===== src/logic/ext_state_pkg.sv =====
`default_nettype none
package ext_state_pkg;

  // ---------------------------------------------------------------
  // register map, byte addresses on the register bus
  // ---------------------------------------------------------------
  localparam logic [7:0] ADDR_CTRL0 = 8'h00;
  localparam logic [7:0] ADDR_CTRL4 = 8'h04;
  localparam logic [7:0] ADDR_MASK_LO = 8'h08;
  localparam logic [7:0] ADDR_MASK_HI = 8'h0C;
  localparam logic [7:0] ADDR_QUERY = 8'h10;
  localparam logic [7:0] ADDR_HDR_LO = 8'h14;
  localparam logic [7:0] ADDR_HDR_HI = 8'h18;

  // ---------------------------------------------------------------
  // field positions and values after reset
  // ---------------------------------------------------------------
  localparam int TS_BIT = 3;
  localparam int OSX_BIT = 18;
  localparam int QUERY_SUPPORT_BIT = 26;
  localparam int QUERY_OSX_BIT = 27;
  localparam logic [31:0] CTRL0_RST = 32'h0000_0000;
  localparam logic [31:0] CTRL4_RST = 32'h0000_0000;
  localparam logic [63:0] MASK_RST = 64'h0000_0000_0000_0001;
  localparam logic [63:0] MASK_SUPPORTED = 64'h0000_0000_0000_0003;
  localparam logic [63:0] HDR_RST = 64'h0000_0000_0000_0000;
  localparam logic [1:0] LEGACY_COMPONENTS = 2'h3;

  // ---------------------------------------------------------------
  // save area layout
  // ---------------------------------------------------------------
  localparam logic [31:0] LEGACY_AREA_BYTES = 32'h0000_0200;
  localparam logic [31:0] HEADER_BYTES = 32'h0000_0040;
  localparam logic [5:0] AREA_ALIGN_MASK = 6'h3F;

  localparam logic [1:0] RESP_OKAY = 2'h0;
  localparam logic [1:0] RESP_SLVERR = 2'h2;

  typedef enum logic [3:0] {
    OP_NONE        = 4'h0,
    OP_FLOAT       = 4'h1,
    OP_VECTOR      = 4'h2,
    OP_GP_ONLY     = 4'h3,
    OP_MOV_CR0     = 4'h4,
    OP_CLEAR_TS    = 4'h5,
    OP_TASK_SWITCH = 4'h6,
    OP_READ_MASK   = 4'h7,
    OP_WRITE_MASK  = 4'h8,
    OP_SAVE        = 4'h9,
    OP_RESTORE     = 4'hA
  } op_code_t;

  typedef struct packed {
    logic valid;
    op_code_t code;
    logic [1:0] priv;
    logic [63:0] operand;
    logic [31:0] areaBase;
    logic [63:0] headerVec;
    logic [63:0] headerRsvd;
  } op_req_t;

  typedef struct packed {
    logic done;
    logic nmFault;
    logic gpFault;
    logic udFault;
    logic [63:0] result;
    logic [63:0] loadMask;
    logic [63:0] initMask;
    logic [63:0] storeMask;
    logic [63:0] headerVec;
    logic [31:0] headerAddr;
  } op_rsp_t;

  typedef struct packed {
    logic awvalid;
    logic [7:0] awaddr;
    logic wvalid;
    logic [31:0] wdata;
    logic [3:0] wstrb;
    logic bready;
    logic arvalid;
    logic [7:0] araddr;
    logic rready;
  } axil_req_t;

  typedef struct packed {
    logic awready;
    logic wready;
    logic bvalid;
    logic [1:0] bresp;
    logic arready;
    logic rvalid;
    logic [31:0] rdata;
    logic [1:0] rresp;
  } axil_rsp_t;

  typedef struct packed {
    logic [31:0] ctrl0;
    logic [31:0] ctrl4;
    logic [63:0] featMask;
    logic [63:0] lastHdr;
    logic awHeld;
    logic [7:0] awAddr;
    logic wHeld;
    logic [31:0] wData;
    logic [3:0] wStrb;
    logic bvalid;
    logic [1:0] bresp;
    logic rvalid;
    logic [31:0] rdata;
    logic [1:0] rresp;
    op_rsp_t rsp;
  } state_t;

endpackage
`default_nettype wire


===== src/logic/ext_state_ctrl.sv =====
`timescale 1ns/1ps
`default_nettype none
// What this block does
// - task switched flag set: float or vector instruction faults device unavailable first
// - crc accumulate and bit count never raise device unavailable fault
// - move to control register zero writes the task switched flag
// - hardware task switch sets the task switched flag
// - clear switched flag instruction clears the task switched flag
// - save area: 512 byte legacy layout, 64 byte header, then component regions
// - feature query reports save support and operating system enable flags
// - enable bit in control register four plus per-component enable mask
// - mask readable at any privilege, writable only at most privileged level
// - restore and save act only on components selected by operand mask
// - save sets header bit of each component it wrote
// - header bits match enable mask bits one to one
// - header vector at offset 0; reserved bytes must be zero
// - selected enabled component with header bit one is loaded
// - selected enabled component with header bit zero gets init values
// - task switched flag sits at bit 3 of control register zero
// - writing zero to mask bit 0 faults instead of updating
module ext_state_ctrl (
  input wire logic core_clk,
  input wire logic rst,
  input wire ext_state_pkg::axil_req_t axiReq,
  output ext_state_pkg::axil_rsp_t axiRsp,
  input wire ext_state_pkg::op_req_t opReq,
  output ext_state_pkg::op_rsp_t opRsp
);

  ext_state_pkg::state_t st_q;
  ext_state_pkg::state_t st_d;
  logic [63:0] loadMask;
  logic [63:0] initMask;
  logic [63:0] storeMask;
  logic [63:0] headerOut;
  logic tsFlag;
  logic osxEnable;
  logic [31:0] queryWord;

  // ---------------------------------------------------------------
  // helpers
  // ---------------------------------------------------------------
  function automatic logic [31:0] mergeBytes(input logic [31:0] oldVal,
                                             input logic [31:0] newVal,
                                             input logic [3:0] strb);
    logic [31:0] res;
    res = oldVal;
    for (int i = 0; i < 4; i++) begin
      if (strb[i]) begin
        res[i*8 +: 8] = newVal[i*8 +: 8];
      end
    end
    return res;
  endfunction

  // a mask value is legal only with component 0 on and no unknown component
  function automatic logic maskLegal(input logic [63:0] m);
    return m[0] && ((m & ~ext_state_pkg::MASK_SUPPORTED) == 64'h0);
  endfunction

  assign tsFlag = st_q.ctrl0[ext_state_pkg::TS_BIT];
  assign osxEnable = st_q.ctrl4[ext_state_pkg::OSX_BIT];

  // feature query word: support is fixed, enable mirrors control register four
  always_comb begin
    queryWord = 32'h0000_0000;
    queryWord[ext_state_pkg::QUERY_SUPPORT_BIT] = 1'b1;
    queryWord[ext_state_pkg::QUERY_OSX_BIT] = osxEnable;
  end

  ext_state_select u_select (
    .sel(opReq.operand),
    .enable(st_q.featMask),
    .headerIn(opReq.headerVec),
    .loadMask(loadMask),
    .initMask(initMask),
    .storeMask(storeMask),
    .headerOut(headerOut)
  );

  // ---------------------------------------------------------------
  // next state: bus slave first, then the instruction port
  // ---------------------------------------------------------------
  always_comb begin
    logic [63:0] newMask;
    logic touches;
    logic saveRest;
    logic ud;
    logic gp;
    logic nm;
    newMask = st_q.featMask;
    touches = 1'b0;
    saveRest = 1'b0;
    ud = 1'b0;
    gp = 1'b0;
    nm = 1'b0;
    st_d = st_q;
    st_d.rsp = '0;

    // address and data may come in either order; each is held until both are in
    if (axiReq.awvalid && !st_q.awHeld && !st_q.bvalid) begin
      st_d.awHeld = 1'b1;
      st_d.awAddr = axiReq.awaddr;
    end
    if (axiReq.wvalid && !st_q.wHeld && !st_q.bvalid) begin
      st_d.wHeld = 1'b1;
      st_d.wData = axiReq.wdata;
      st_d.wStrb = axiReq.wstrb;
    end

    // write commits one cycle after both halves are held
    if (st_q.awHeld && st_q.wHeld && !st_q.bvalid) begin
      st_d.awHeld = 1'b0;
      st_d.wHeld = 1'b0;
      st_d.bvalid = 1'b1;
      st_d.bresp = ext_state_pkg::RESP_OKAY;
      case (st_q.awAddr)
        ext_state_pkg::ADDR_CTRL0: begin
          st_d.ctrl0 = mergeBytes(st_q.ctrl0, st_q.wData, st_q.wStrb);
        end
        ext_state_pkg::ADDR_CTRL4: begin
          st_d.ctrl4 = mergeBytes(st_q.ctrl4, st_q.wData, st_q.wStrb);
        end
        ext_state_pkg::ADDR_MASK_LO, ext_state_pkg::ADDR_MASK_HI: begin
          if (st_q.awAddr == ext_state_pkg::ADDR_MASK_LO) begin
            newMask[31:0] = mergeBytes(st_q.featMask[31:0], st_q.wData, st_q.wStrb);
          end else begin
            newMask[63:32] = mergeBytes(st_q.featMask[63:32], st_q.wData, st_q.wStrb);
          end
          // an illegal mask is refused whole, the bus sees an error
          if (maskLegal(newMask)) begin
            st_d.featMask = newMask;
          end else begin
            st_d.bresp = ext_state_pkg::RESP_SLVERR;
          end
        end
        default: begin
          st_d.bresp = ext_state_pkg::RESP_SLVERR;
        end
      endcase
    end
    if (st_q.bvalid && axiReq.bready) begin
      st_d.bvalid = 1'b0;
    end

    // read: one request at a time, answered the next cycle
    if (axiReq.arvalid && !st_q.rvalid) begin
      st_d.rvalid = 1'b1;
      st_d.rresp = ext_state_pkg::RESP_OKAY;
      case (axiReq.araddr)
        ext_state_pkg::ADDR_CTRL0: st_d.rdata = st_q.ctrl0;
        ext_state_pkg::ADDR_CTRL4: st_d.rdata = st_q.ctrl4;
        ext_state_pkg::ADDR_MASK_LO: st_d.rdata = st_q.featMask[31:0];
        ext_state_pkg::ADDR_MASK_HI: st_d.rdata = st_q.featMask[63:32];
        ext_state_pkg::ADDR_QUERY: st_d.rdata = queryWord;
        ext_state_pkg::ADDR_HDR_LO: st_d.rdata = st_q.lastHdr[31:0];
        ext_state_pkg::ADDR_HDR_HI: st_d.rdata = st_q.lastHdr[63:32];
        default: begin
          st_d.rdata = 32'h0000_0000;
          st_d.rresp = ext_state_pkg::RESP_SLVERR;
        end
      endcase
    end else if (st_q.rvalid && axiReq.rready) begin
      st_d.rvalid = 1'b0;
    end

    // instruction port: decided in one cycle, answered the next.
    // it runs after the bus so an instruction wins a same-cycle clash.
    if (opReq.valid) begin
      touches = (opReq.code == ext_state_pkg::OP_FLOAT) ||
                (opReq.code == ext_state_pkg::OP_VECTOR);
      saveRest = (opReq.code == ext_state_pkg::OP_SAVE) ||
                 (opReq.code == ext_state_pkg::OP_RESTORE);
      // new instructions only exist once the operating system enabled them
      ud = !osxEnable && (saveRest ||
           (opReq.code == ext_state_pkg::OP_READ_MASK) ||
           (opReq.code == ext_state_pkg::OP_WRITE_MASK));
      case (opReq.code)
        ext_state_pkg::OP_MOV_CR0, ext_state_pkg::OP_CLEAR_TS: begin
          gp = (opReq.priv != 2'h0);
        end
        ext_state_pkg::OP_WRITE_MASK: begin
          gp = (opReq.priv != 2'h0) || !maskLegal(opReq.operand);
        end
        ext_state_pkg::OP_SAVE: begin
          gp = ((opReq.areaBase[5:0] & ext_state_pkg::AREA_ALIGN_MASK) != 6'h0);
        end
        ext_state_pkg::OP_RESTORE: begin
          // misaligned area or nonzero reserved header bytes are refused
          gp = ((opReq.areaBase[5:0] & ext_state_pkg::AREA_ALIGN_MASK) != 6'h0) ||
               (opReq.headerRsvd != 64'h0);
        end
        default: begin
          gp = 1'b0;
        end
      endcase
      // general-purpose-only instructions never look at the flag
      nm = tsFlag && (touches || (saveRest &&
           ((opReq.operand[1:0] & st_q.featMask[1:0] &
             ext_state_pkg::LEGACY_COMPONENTS) != 2'h0)));

      st_d.rsp.done = 1'b1;
      st_d.rsp.udFault = ud;
      st_d.rsp.gpFault = !ud && gp;
      st_d.rsp.nmFault = !ud && !gp && nm;
      st_d.rsp.headerAddr = opReq.areaBase + ext_state_pkg::LEGACY_AREA_BYTES;

      if (!ud && !gp && !nm) begin
        case (opReq.code)
          ext_state_pkg::OP_MOV_CR0: begin
            st_d.ctrl0 = opReq.operand[31:0];
          end
          ext_state_pkg::OP_CLEAR_TS: begin
            st_d.ctrl0[ext_state_pkg::TS_BIT] = 1'b0;
          end
          ext_state_pkg::OP_TASK_SWITCH: begin
            st_d.ctrl0[ext_state_pkg::TS_BIT] = 1'b1;
          end
          ext_state_pkg::OP_READ_MASK: begin
            st_d.rsp.result = st_q.featMask;
          end
          ext_state_pkg::OP_WRITE_MASK: begin
            st_d.featMask = opReq.operand;
          end
          ext_state_pkg::OP_SAVE: begin
            st_d.rsp.storeMask = storeMask;
            st_d.rsp.headerVec = headerOut;
            st_d.lastHdr = headerOut;
          end
          ext_state_pkg::OP_RESTORE: begin
            st_d.rsp.loadMask = loadMask;
            st_d.rsp.initMask = initMask;
            st_d.rsp.headerVec = opReq.headerVec;
            st_d.lastHdr = opReq.headerVec;
          end
          default: begin
            st_d.rsp.result = 64'h0;
          end
        endcase
      end
    end
  end

  // ---------------------------------------------------------------
  // state register
  // ---------------------------------------------------------------
  always_ff @(posedge core_clk) begin
    if (rst) begin
      st_q <= '0;
      st_q.ctrl0 <= ext_state_pkg::CTRL0_RST;
      st_q.ctrl4 <= ext_state_pkg::CTRL4_RST;
      st_q.featMask <= ext_state_pkg::MASK_RST;
      st_q.lastHdr <= ext_state_pkg::HDR_RST;
    end else begin
      st_q <= st_d;
    end
  end

  // ---------------------------------------------------------------
  // outputs: ready terms are combinational, data comes from flops
  // ---------------------------------------------------------------
  assign axiRsp.awready = !st_q.awHeld && !st_q.bvalid;
  assign axiRsp.wready = !st_q.wHeld && !st_q.bvalid;
  assign axiRsp.bvalid = st_q.bvalid;
  assign axiRsp.bresp = st_q.bresp;
  assign axiRsp.arready = !st_q.rvalid;
  assign axiRsp.rvalid = st_q.rvalid;
  assign axiRsp.rdata = st_q.rdata;
  assign axiRsp.rresp = st_q.rresp;
  assign opRsp = st_q.rsp;
endmodule
`default_nettype wire


===== src/logic/ext_state_select.sv =====
`timescale 1ns/1ps
`default_nettype none
// per-component action of a save or a restore
module ext_state_select (
  input wire logic [63:0] sel,
  input wire logic [63:0] enable,
  input wire logic [63:0] headerIn,
  output logic [63:0] loadMask,
  output logic [63:0] initMask,
  output logic [63:0] storeMask,
  output logic [63:0] headerOut
);

  logic [63:0] active;

  // ---------------------------------------------------------------
  // bit i of every vector is component i, same order as the enable mask
  // ---------------------------------------------------------------
  assign active = sel & enable;
  assign loadMask = active & headerIn;
  // a clear header bit means init values, memory contents ignored
  assign initMask = active & ~headerIn;
  assign storeMask = active;
  // saved components are marked present, others keep their header bit
  assign headerOut = headerIn | active;

endmodule
`default_nettype wire


===== config.mk =====
export PLATFORM = sky130hd
export DESIGN_NAME = ext_state_ctrl
export DESIGN_NICKNAME = d
export VERILOG_FILES = /design/src/logic/ext_state_pkg.sv /design/src/logic/ext_state_ctrl.sv /design/src/logic/ext_state_select.sv
export SDC_FILE = /design/constraint.sdc
export NUM_CORES = 1
export LEC_CHECK = 0
export BUFFER_PORTS_ARGS = -buffer_cell sky130_fd_sc_hd__buf_2
export CAP_MARGIN = 5
export CORE_AREA = 2 2 269 271
export DETAILED_ROUTE_END_ITERATION = 16
export DIE_AREA = 0 0 271 273
export REMOVE_ABC_BUFFERS = 1
export SLEW_MARGIN = 25
export SYNTH_ARGS = -nofsm -noshare
export SYNTH_HDL_FRONTEND = slang
export SYNTH_SLANG_ARGS = --single-unit

===== constraint.sdc =====
create_clock -name core_clk -period 2.4 [get_ports core_clk]
set_clock_uncertainty 0.05 [all_clocks]
set_input_delay 0.12 -clock core_clk [delete_from_list [all_inputs] [get_ports core_clk]]
set_output_delay 0.12 -clock core_clk [all_outputs]
set_load 0.03 [all_outputs]

Word level (Yosys, flattened, before mapping)
Cells that the tools add are included.
{"block": "word_totals", "output_inout_bits": 397, "in_bits": 290, "regBits": 632, "wordCells": 169}
{"block": "classes", "n_bitwise": 11, "muxes": 50, "n_addsub": 1, "eq_ne": 18, "n_reduce_logical": 62}
{"operator": "two-way mux 128 bit", "n": 4}
{"operator": "two-way mux 356 bit", "n": 1}
{"operator": "two-way mux 32 bit", "n": 10}
{"operator": "two-way mux 320 bit", "n": 1}
{"operator": "two-way mux 64 bit", "n": 5}
{"operator": "one-hot mux 64 bit (2 select lines)", "n": 2}
{"operator": "one-hot mux 32 bit (7 select lines)", "n": 1}
{"operator": "bitwise AND 64 bit", "n": 3}
{"operator": "zero test 64 bit", "n": 2}
{"operator": "two-way mux 8 bit", "n": 16}
{"operator": "inverter 64 bit", "n": 1}
{"operator": "bitwise OR 64 bit", "n": 1}
{"operator": "nonzero test 64 bit", "n": 1}
{"operator": "adder 32 x 10 -> 32 bit (second input constant)", "n": 1}
{"operator": "== test 8 x 4 -> 1 bit (second input constant)", "n": 4}
{"operator": "two-way mux 28 bit", "n": 1}
{"operator": "== test 8 x 5 -> 1 bit (second input constant)", "n": 3}
{"operator": "logical AND 1 bit", "n": 20}
{"operator": "== test 4 x 3 -> 1 bit (second input constant)", "n": 4}
{"operator": "== test 8 x 3 -> 1 bit (second input constant)", "n": 2}
{"operator": "zero test 8 bit", "n": 2}
{"operator": "AND reduction 3 bit", "n": 5}
{"operator": "== test 4 bit (second input constant)", "n": 3}
{"operator": "OR reduction 2 bit", "n": 6}
{"operator": "17 further kinds", "n": 43}

Logic depth before layout (Yosys ltp)
Gate-level depths: netlist of the first run.
{"block": "depth", "ltp_word": 12, "ltp_mapped": 11, "depth_no_buf": 8}

Modules after synthesis
A second synthesis of the first run with hierarchy kept.
{"block": "hier_totals", "hier_cells": 2939, "hier_area_um2": 27139.8}
{"module": "ext_state_ctrl", "seq_area_each_um2": 12612.1, "area_per_inst_um2": 25298.0, "instances": 1, "cells_each": 2683}
{"module": "ext_state_select", "seq_area_each_um2": 0.0, "area_per_inst_um2": 1841.8, "instances": 1, "cells_each": 256}

Least setup slack after synthesis of the first run
Ideal clock, no wire load.
{"block": "synth_path", "kind": "reg-to-reg", "start": "reg st_q[438] (netlist name)", "end": "reg st_q[508] (netlist name)", "setup_time_ns": 0.115, "path_stages_with_launch": 11, "arrival_time_ns": 2.287, "slack_ns": -0.052, "path_buffers": 2, "synth_period_minus_slack_ns": 2.452, "required_ns": 2.235, "cell_sequence": "dfxtp_1 > nor4_2 > nand2_2 > buf_6 > a211o_1 > a22oi_1 > nand4b_1 > nor3_2 > a211oi_4 > buf_6 > and2_1"}
{"block": "synth_via", "elab_chain_len": 12, "elab_cells_between_ends": 17, "cone_classes": "eq/ne (2); mux (12); reduce/logical (3)"}
{"item": "start, declared", "line": "ext_state_ctrl.sv:30", "rtl": "ext_state_pkg::state_t st_q;"}
{"item": "start signal, assigned", "line": "ext_state_ctrl.sv:255", "rtl": "st_q <= st_d;"}
{"item": "== test 8 x 4 -> 1 bit", "line": "ext_state_ctrl.sv:117, ext_state_ctrl.sv:125"}
{"item": "two-way mux 32 bit", "line": "ext_state_ctrl.sv:125", "rtl": "if (st_q.awAddr == ext_state_pkg::ADDR_MASK_LO) begin"}
{"item": "two-way mux 32 bit", "line": "ext_state_ctrl.sv:117", "rtl": "case (st_q.awAddr)"}
{"item": "two-way mux 32 bit", "line": "ext_state_ctrl.sv:112", "rtl": "if (st_q.awHeld && st_q.wHeld && !st_q.bvalid) begin"}
{"item": "zero test 64 bit", "line": "ext_state_ctrl.sv:58", "rtl": "return m[0] && ((m & ~ext_state_pkg::MASK_SUPPORTED) == 64'h0);"}
{"item": "logical AND 1 bit", "line": "ext_state_ctrl.sv:58"}
{"item": "two-way mux 64 bit", "line": "ext_state_ctrl.sv:131", "rtl": "if (maskLegal(newMask)) begin"}
{"item": "two-way mux 64 bit *", "line": "ext_state_ctrl.sv:117"}
{"item": "two-way mux 128 bit *", "line": "ext_state_ctrl.sv:112"}
{"item": "two-way mux 64 bit", "line": "ext_state_ctrl.sv:209", "rtl": "case (opReq.code)"}
{"item": "two-way mux 128 bit", "line": "ext_state_ctrl.sv:208", "rtl": "if (!ud && !gp && !nm) begin"}
{"item": "two-way mux 128 bit *", "line": "ext_state_ctrl.sv:169", "rtl": "if (opReq.valid) begin"}
Every way passes the cells marked *; elsewhere a longest branch is shown, timed or not. The select of a mux whose other input is x is not followed.
A chain may end at the register's enable or synchronous reset.

Worst setup path after layout of the first run
{"block": "layout_path", "start": "reg st_q[438] (netlist name)", "end": "reg st_q[523] (netlist name)"}
The elaborated chain is that of the path after synthesis.

==> impl_metrics.ini, run 1 <==
[yosys]
synth_async_sr_flop_share = 0
ys.flop_type = dfxtp_1
synth_edf_count = 0
syn-cell-area_um2 = 25600
ys_warn_count = 0
synthCells = 2745
post-synth-top-area-cell = dfxtp_1
synth_common_cells = dfxtp_1, buf_4, nor2_1
ys_ff_latch = 630
yosysSeqAreaShare = 0.493
ys_top_cells_by_area = dfxtp_1, buf_4, nor3_2, nor2_1, and2_1
post-synth-top-count-cell = dfxtp_1
synth_top_area_frac = 0.493
synth.avg_cell_area_um2 = 9.32
synthDistinctLibCells = 59

[sta]
tightestPinTransition_ps = 962
fmax_mhz = 366
rsz0062_at_grt = true
post-route-min-period_ps = 2730
fin_crit_sh = 1.14
tns_ps = -22820
slew-limit-headroom = 0.359
hold_viol = 0
slew_violations = 0
setup_slack_ps = -334
finalSetupViolCount = 182

[floorplanning]
fp.dieW_um = 271
die_y_um = 273
row_count = 98
ios = 687
core_area_um2 = 71000
die_area_um2 = 74000
start_util = 0.361

[routing]
antenna_left = 0
drc = 0
drtIter0Drc = 1670
wirelength_um = 108000
first_pass_iters = 7
vias = 23200
routedWlPerCell_um = 23.4
vias_per_cell = 5.03

[cts]
cts_sinks = 630
cts.clk_slew.worst_paths_ps = 60
cts_buffers = 71
cts_tree = built
worstSkewPairLatency_ps = 620
cts-root-buf = clkbuf_16
h-tree-depth = 3
clk_path_buf_depth = 3

[global_route]
grt_pass1_wl_um = 152000
grt_max_degree = 96
grt_pass1_vias = 22500
antenna_found_initial = 20
grt_overflow_total = 0
grt_use_total = 0.275

[layout]
fill_cells = 6373
final_cells = 4606
final_cell_area_um2 = 36700
drive_gt1_frac = 0.391
syn_to_final_growth_pct = 43.5
fin_nets = 3883

[place]
placedCellCount = 4158
port-buffer-count = 684
place_congestion = 0.852
dpl_cell_area_um2 = 29500
dp_hpwl_um = 74100

[setup_path]
cp_slowest_cell = or3_4
r2r_slack_ps = -330
cp-end-kind = register
crit_end = st_q[523]
crit_start = st_q[438]
path_cells = nor4_4 -> buf_4 -> buf_6 -> nand3_4 -> mux2i_4 -> nand3_4 -> or3_4 -> nor3_4 -> a211oi_4 -> buf_6 -> buf_12 -> and2_1
rr_endpoint = st_q[523]
critPathMaxStageDelay_ps = 420
critPathArrivalTime_ps = 3190
start_kind = register
r2r_cells = 12
r2r_start = st_q[438]
critPathMaxFanout = 13
worstPathRequired_ps = 2860
path_class = register to register

[run]
maxCapViolations = 0

[min_path]
min_path_type = input pin to register

[power]
power_density_nw_per_um2 = 668
vdd_drop_max_v = 0.000484
p_leak_nw = 16.2

[status]
status = complete, but fails checks
failed_checks = negative setup slack
power breakdown:
group / switching, mW / leakage, nW / internal [mW]
Clock: 4.64 / 1.23 / 6.94
Sequential: 0.0974 / 5.09 / 10.6
Combinational: 1.22 / 9.87 / 1.05
Total: 5.95 / 16.2 / 18.6
logic make-up (layout without fill, tap and decap cells):
kind of cell	count (synthesis)	in the layout	share of synthesized area
xor+xnor	21	21	0.00719
mux	48	48	0.0189
compound gates	434	434	0.117
simple gates	1000	1000	0.210
flops	630	630	0.493
other cells	1	9	0.000147
buf+inv	610	1513	0.153
fa+ha+maj	1	1	0.000489
layer usage:
metal / up-vias / wire (um) / GRT usage
met1: 11200 / 47100 / 0.373
met3: 173 / 8050 / 0.0589
li1: 10800 / - / -
met4: 14 / 2130 / 0.0628
met5: - / 89 / 0
met2: 969 / 50300 / 0.447
flip-flops by register name, indices dropped and copies added, names as in the netlist:
name / count
axiRsp: 36
opRsp: 356
osxEnable: 1
st_q: 237
worst max-delay path, delay by kind of cell (launching register included):
family                 cells  cell delay [ps]
and+or+nand+nor            6             1250
DFF                        1              330
AOI/OAI and AO/OA          1              100
muxes                      1              250
buffers and inverters      4              640
metrics by stage:
step	hold WS (ps)	total power [mW]	util	setup slack (ps)
2_1_floorplan	139	11.5	-	-9260
3_3_place_gp	271	12.6	0.416	-952
3_5_place_dp	271	12.6	0.416	-1080
4_1_cts	21.9	24.6	0.506	-287
5_1_grt	92.4	25.3	0.517	-400
6_report	85.7	24.5	0.517	-334
cell type report:
| type | instances | area (um^2) | area share |
|---|---|---|---|
| Timing Repair Buffer | 1310 | 9970 | 0.272 |
| Multi-Input combinational cell | 1506 | 10200 | 0.277 |
| Sequential cell | 630 | 12600 | 0.344 |
| Tap cell | 950 | 1190 | 0.0324 |
| Antenna cell | 7 | 17.5 | 0.000477 |
| Clock inverter | 34 | 473 | 0.0129 |
| Inverter | 73 | 274 | 0.00746 |
| Clock buffer | 96 | 2020 | 0.0550 |
cells in the final DEF, fill, tap and decap left out, drive strengths merged, types with 4 or more instances in the layout:
cell type    count
nor3b            4
inv             75
a211oi          36
nand3          119
a31oi           32
clkinv          20
dfxtp          630
a311oi          65
a22oi           94
nor2           253
o21a            64
and3             8
nand4           14
diode            7
nor4            55
mux2i           46
or4              5
xnor2            9
and2           136
a21oi          121
nand2          218
dlygate4sd3    251
or3              5
xor2            12
bufinv           9
nor4b            4
buf           1049
clkbuf         103
nand2b          10
nor3           153
o21ai            8
how the worst min path moves through the flow:
stage	start	end	slack, ps	depth (start not counted)
after floorplan	rst	axiRsp[37]	140	1
after global placement	opReq[81]	opRsp[177]	270	2
after detailed placement	opReq[89]	opRsp[185]	270	2
after CTS	axiReq[56]	st_q[434]	20	4
after global routing	axiReq[56]	st_q[436]	90	4
final	axiReq[56]	st_q[434]	90	4
repair_timing:
item                                   CTS  global route
hold buffers                           252             1
endpoints found under the hold margin  426             8
cloned                                  20             6
gates resized for setup                115           167
setup endpoints to repair              474           351
buffers inserted                        34            13
pin swaps                               39            70
Note: power is estimated with default switching activity, not from simulation.
==> run 2, diff against run 1 <==
--- a/config.mk
+++ b/config.mk
@@ -10,8 +10,9 @@
 export CORE_AREA = 2 2 269 271
 export DETAILED_ROUTE_END_ITERATION = 16
 export DIE_AREA = 0 0 271 273
+export MAX_ROUTING_LAYER = met4
 export REMOVE_ABC_BUFFERS = 1
-export SLEW_MARGIN = 25
+export SLEW_MARGIN = 10
 export SYNTH_ARGS = -nofsm -noshare
 export SYNTH_HDL_FRONTEND = slang
 export SYNTH_SLANG_ARGS = --single-unit
==> impl_metrics.ini, run 2 (synthesized netlist as in run 1, its figures left out) <==
[status]
status = complete, but fails checks
failed_checks = negative setup slack

[layout]
final_common_cell = buf_2
multiInputGateArea_um2 = 10100
fill_cells = 6388
largest_register_ff_count = 356
fin_nets = 3882
final_cell_area_um2 = 36700
final_cell_mix = buf_2, dfxtp_1, buf_4
drive_gt1_frac = 0.391
syn_to_final_growth_pct = 43.2
regArea_um2 = 12600

[sta]
slew-limit-headroom = 0.346
tns_ps = -21060
slew_violations = 0
setup_slack_ps = -324
rsz0062_at_grt = true
tightestPinTransition_ps = 980
fin_crit_sh = 1.14
finalSetupViolCount = 146
fmax_mhz = 367
hold_viol = 0
post-route-min-period_ps = 2720

[setup_path]
critPathArrivalTime_ps = 3190
cp_slowest_cell = or3_4
r2r_cells = 12
path_cells = nor4_4 -> buf_4 -> buf_6 -> nand3_4 -> mux2i_4 -> nand3_4 -> or3_4 -> nor3_4 -> a211oi_4 -> buf_6 -> buf_12 -> and2_1
critPathMaxStageDelay_ps = 420
start_kind = register
worstPathRequired_ps = 2860
r2r_start = st_q[438]
path_class = register to register
cp-end-kind = register
r2r_slack_ps = -320
rr_endpoint = st_q[523]
critPathMaxFanout = 13

[min_path]
hold_depth = 4
min-delay-start = axiReq[56]
min_to = st_q[434]
min_path_type = input pin to register

[cts]
worstSkewPairLatency_ps = 620
h-tree-depth = 3
cts.clk_slew.worst_paths_ps = 60
cts_sinks = 630
cts_tree = built
cts_buffers = 71
cts-root-buf = clkbuf_16
clk_path_buf_depth = 3

[global_route]
grt_overflow_total = 0
grt_pass1_vias = 22500
grt_pass1_wl_um = 152000
antenna_found_initial = 22
grt_max_degree = 96
grt_use_total = 0.283

[floorplanning]
die_area_um2 = 74000
ios = 687
core_area_um2 = 71000
row_count = 98
die_y_um = 273
start_util = 0.361
fp.dieW_um = 271

[power]
total_power_mw = 24.6
p_leak_nw = 16.1
vdd_drop_max_v = 0.000485
power_density_nw_per_um2 = 670

[place]
dp_hpwl_um = 74100
dpl_cell_area_um2 = 29500
pre_cts_slack_ps = -1080
place_congestion = 0.865
port-buffer-count = 684

[routing]
routedWlPerCell_um = 23.4
wirelength_um = 108000
met2_length_um = 50600
drc = 0
antenna_left = 0
drtIter0Drc = 1896
vias = 23200
first_pass_iters = 5
vias_per_cell = 5.02
routed.top_layer = met4
met3_length_um = 7660
wl_met1_um = 47600

[run]
maxCapViolations = 0
[run 2: changes by cell type in the layout (fill, tap and decap cells not counted)]
cell	change
a211oi_1	-1
a211oi_2	+1
buf_12	-2
buf_16	+1
buf_4	-1
buf_6	+4
buf_8	-3
diode_2	+9
nor2_2	+1
nor2_4	-1
nor3_2	+13
nor3_4	-13
nor4_2	-1
nor4_4	+1
[run 2: what timing repair did]
item | in CTS | in global routing
pin swaps | 39 | 68
hold buffers | 252 | 1
cloned | 20 | 6
setup buffers | 34 | 13
setup endpoints to repair | 474 | 378
hold endpoints to repair | 426 | 8
resized for setup | 115 | 154
[run 2: final cells by class]
cell class,count,area share
Inverter,73,0.00747
Antenna cell,16,0.00109
Clock inverter,34,0.0129
Sequential cell,630,0.344
Timing Repair Buffer,1309,0.271
Tap cell,950,0.0324
Clock buffer,96,0.0551
Multi-Input combinational cell,1506,0.275
[run 2: routing by layer]
layer / global-route usage / up-vias
li1: - / 10800
met1: 0.376 / 11300
met2: 0.448 / 949
met3: 0.0548 / 140
met4: 0.0606 / 0
met5: - / -
[run 2: stage by stage]
stage	std cells	util	hold WS [ps]
2_1_floorplan	2209	-	139
3_3_place_gp	4158	0.416	271
3_5_place_dp	4158	0.416	271
4_1_cts	4591	0.506	21.9
5_1_grt	4614	0.516	98.9
6_report	4614	0.516	86.8
[run 2: worst max path at each step]
stage / startpoint / to / slack, ps / depth (start not counted)
after floorplan: opReq[228] / st_q[440] / -9260 / 6
after global placement: opReq[190] / opRsp[60] / -950 / 12
after detailed placement: opReq[190] / st_q[492] / -1080 / 11
after CTS: st_q[435] / st_q[505] / -290 / 11
after global routing: st_q[438] / st_q[513] / -400 / 12
final: st_q[438] / st_q[523] / -320 / 12
[run 2: critical path: cells and delay by family, from the launching register on]
family	cells	cell delay, ps
buffers and inverters	4	630
DFF	1	330
muxes	1	250
AOI/OAI and AO/OA	1	100
and+or+nand+nor	6	1250
[run 2: report_power, final]
part | total [mW] | internal [mW] | switching [mW] | leakage [nW]
Combinational | 2.26 | 1.05 | 1.21 | 9.77
Sequential | 10.7 | 10.6 | 0.0971 | 5.09
Clock | 11.6 | 6.94 | 4.66 | 1.23
Total | 24.6 | 18.6 | 5.97 | 16.1
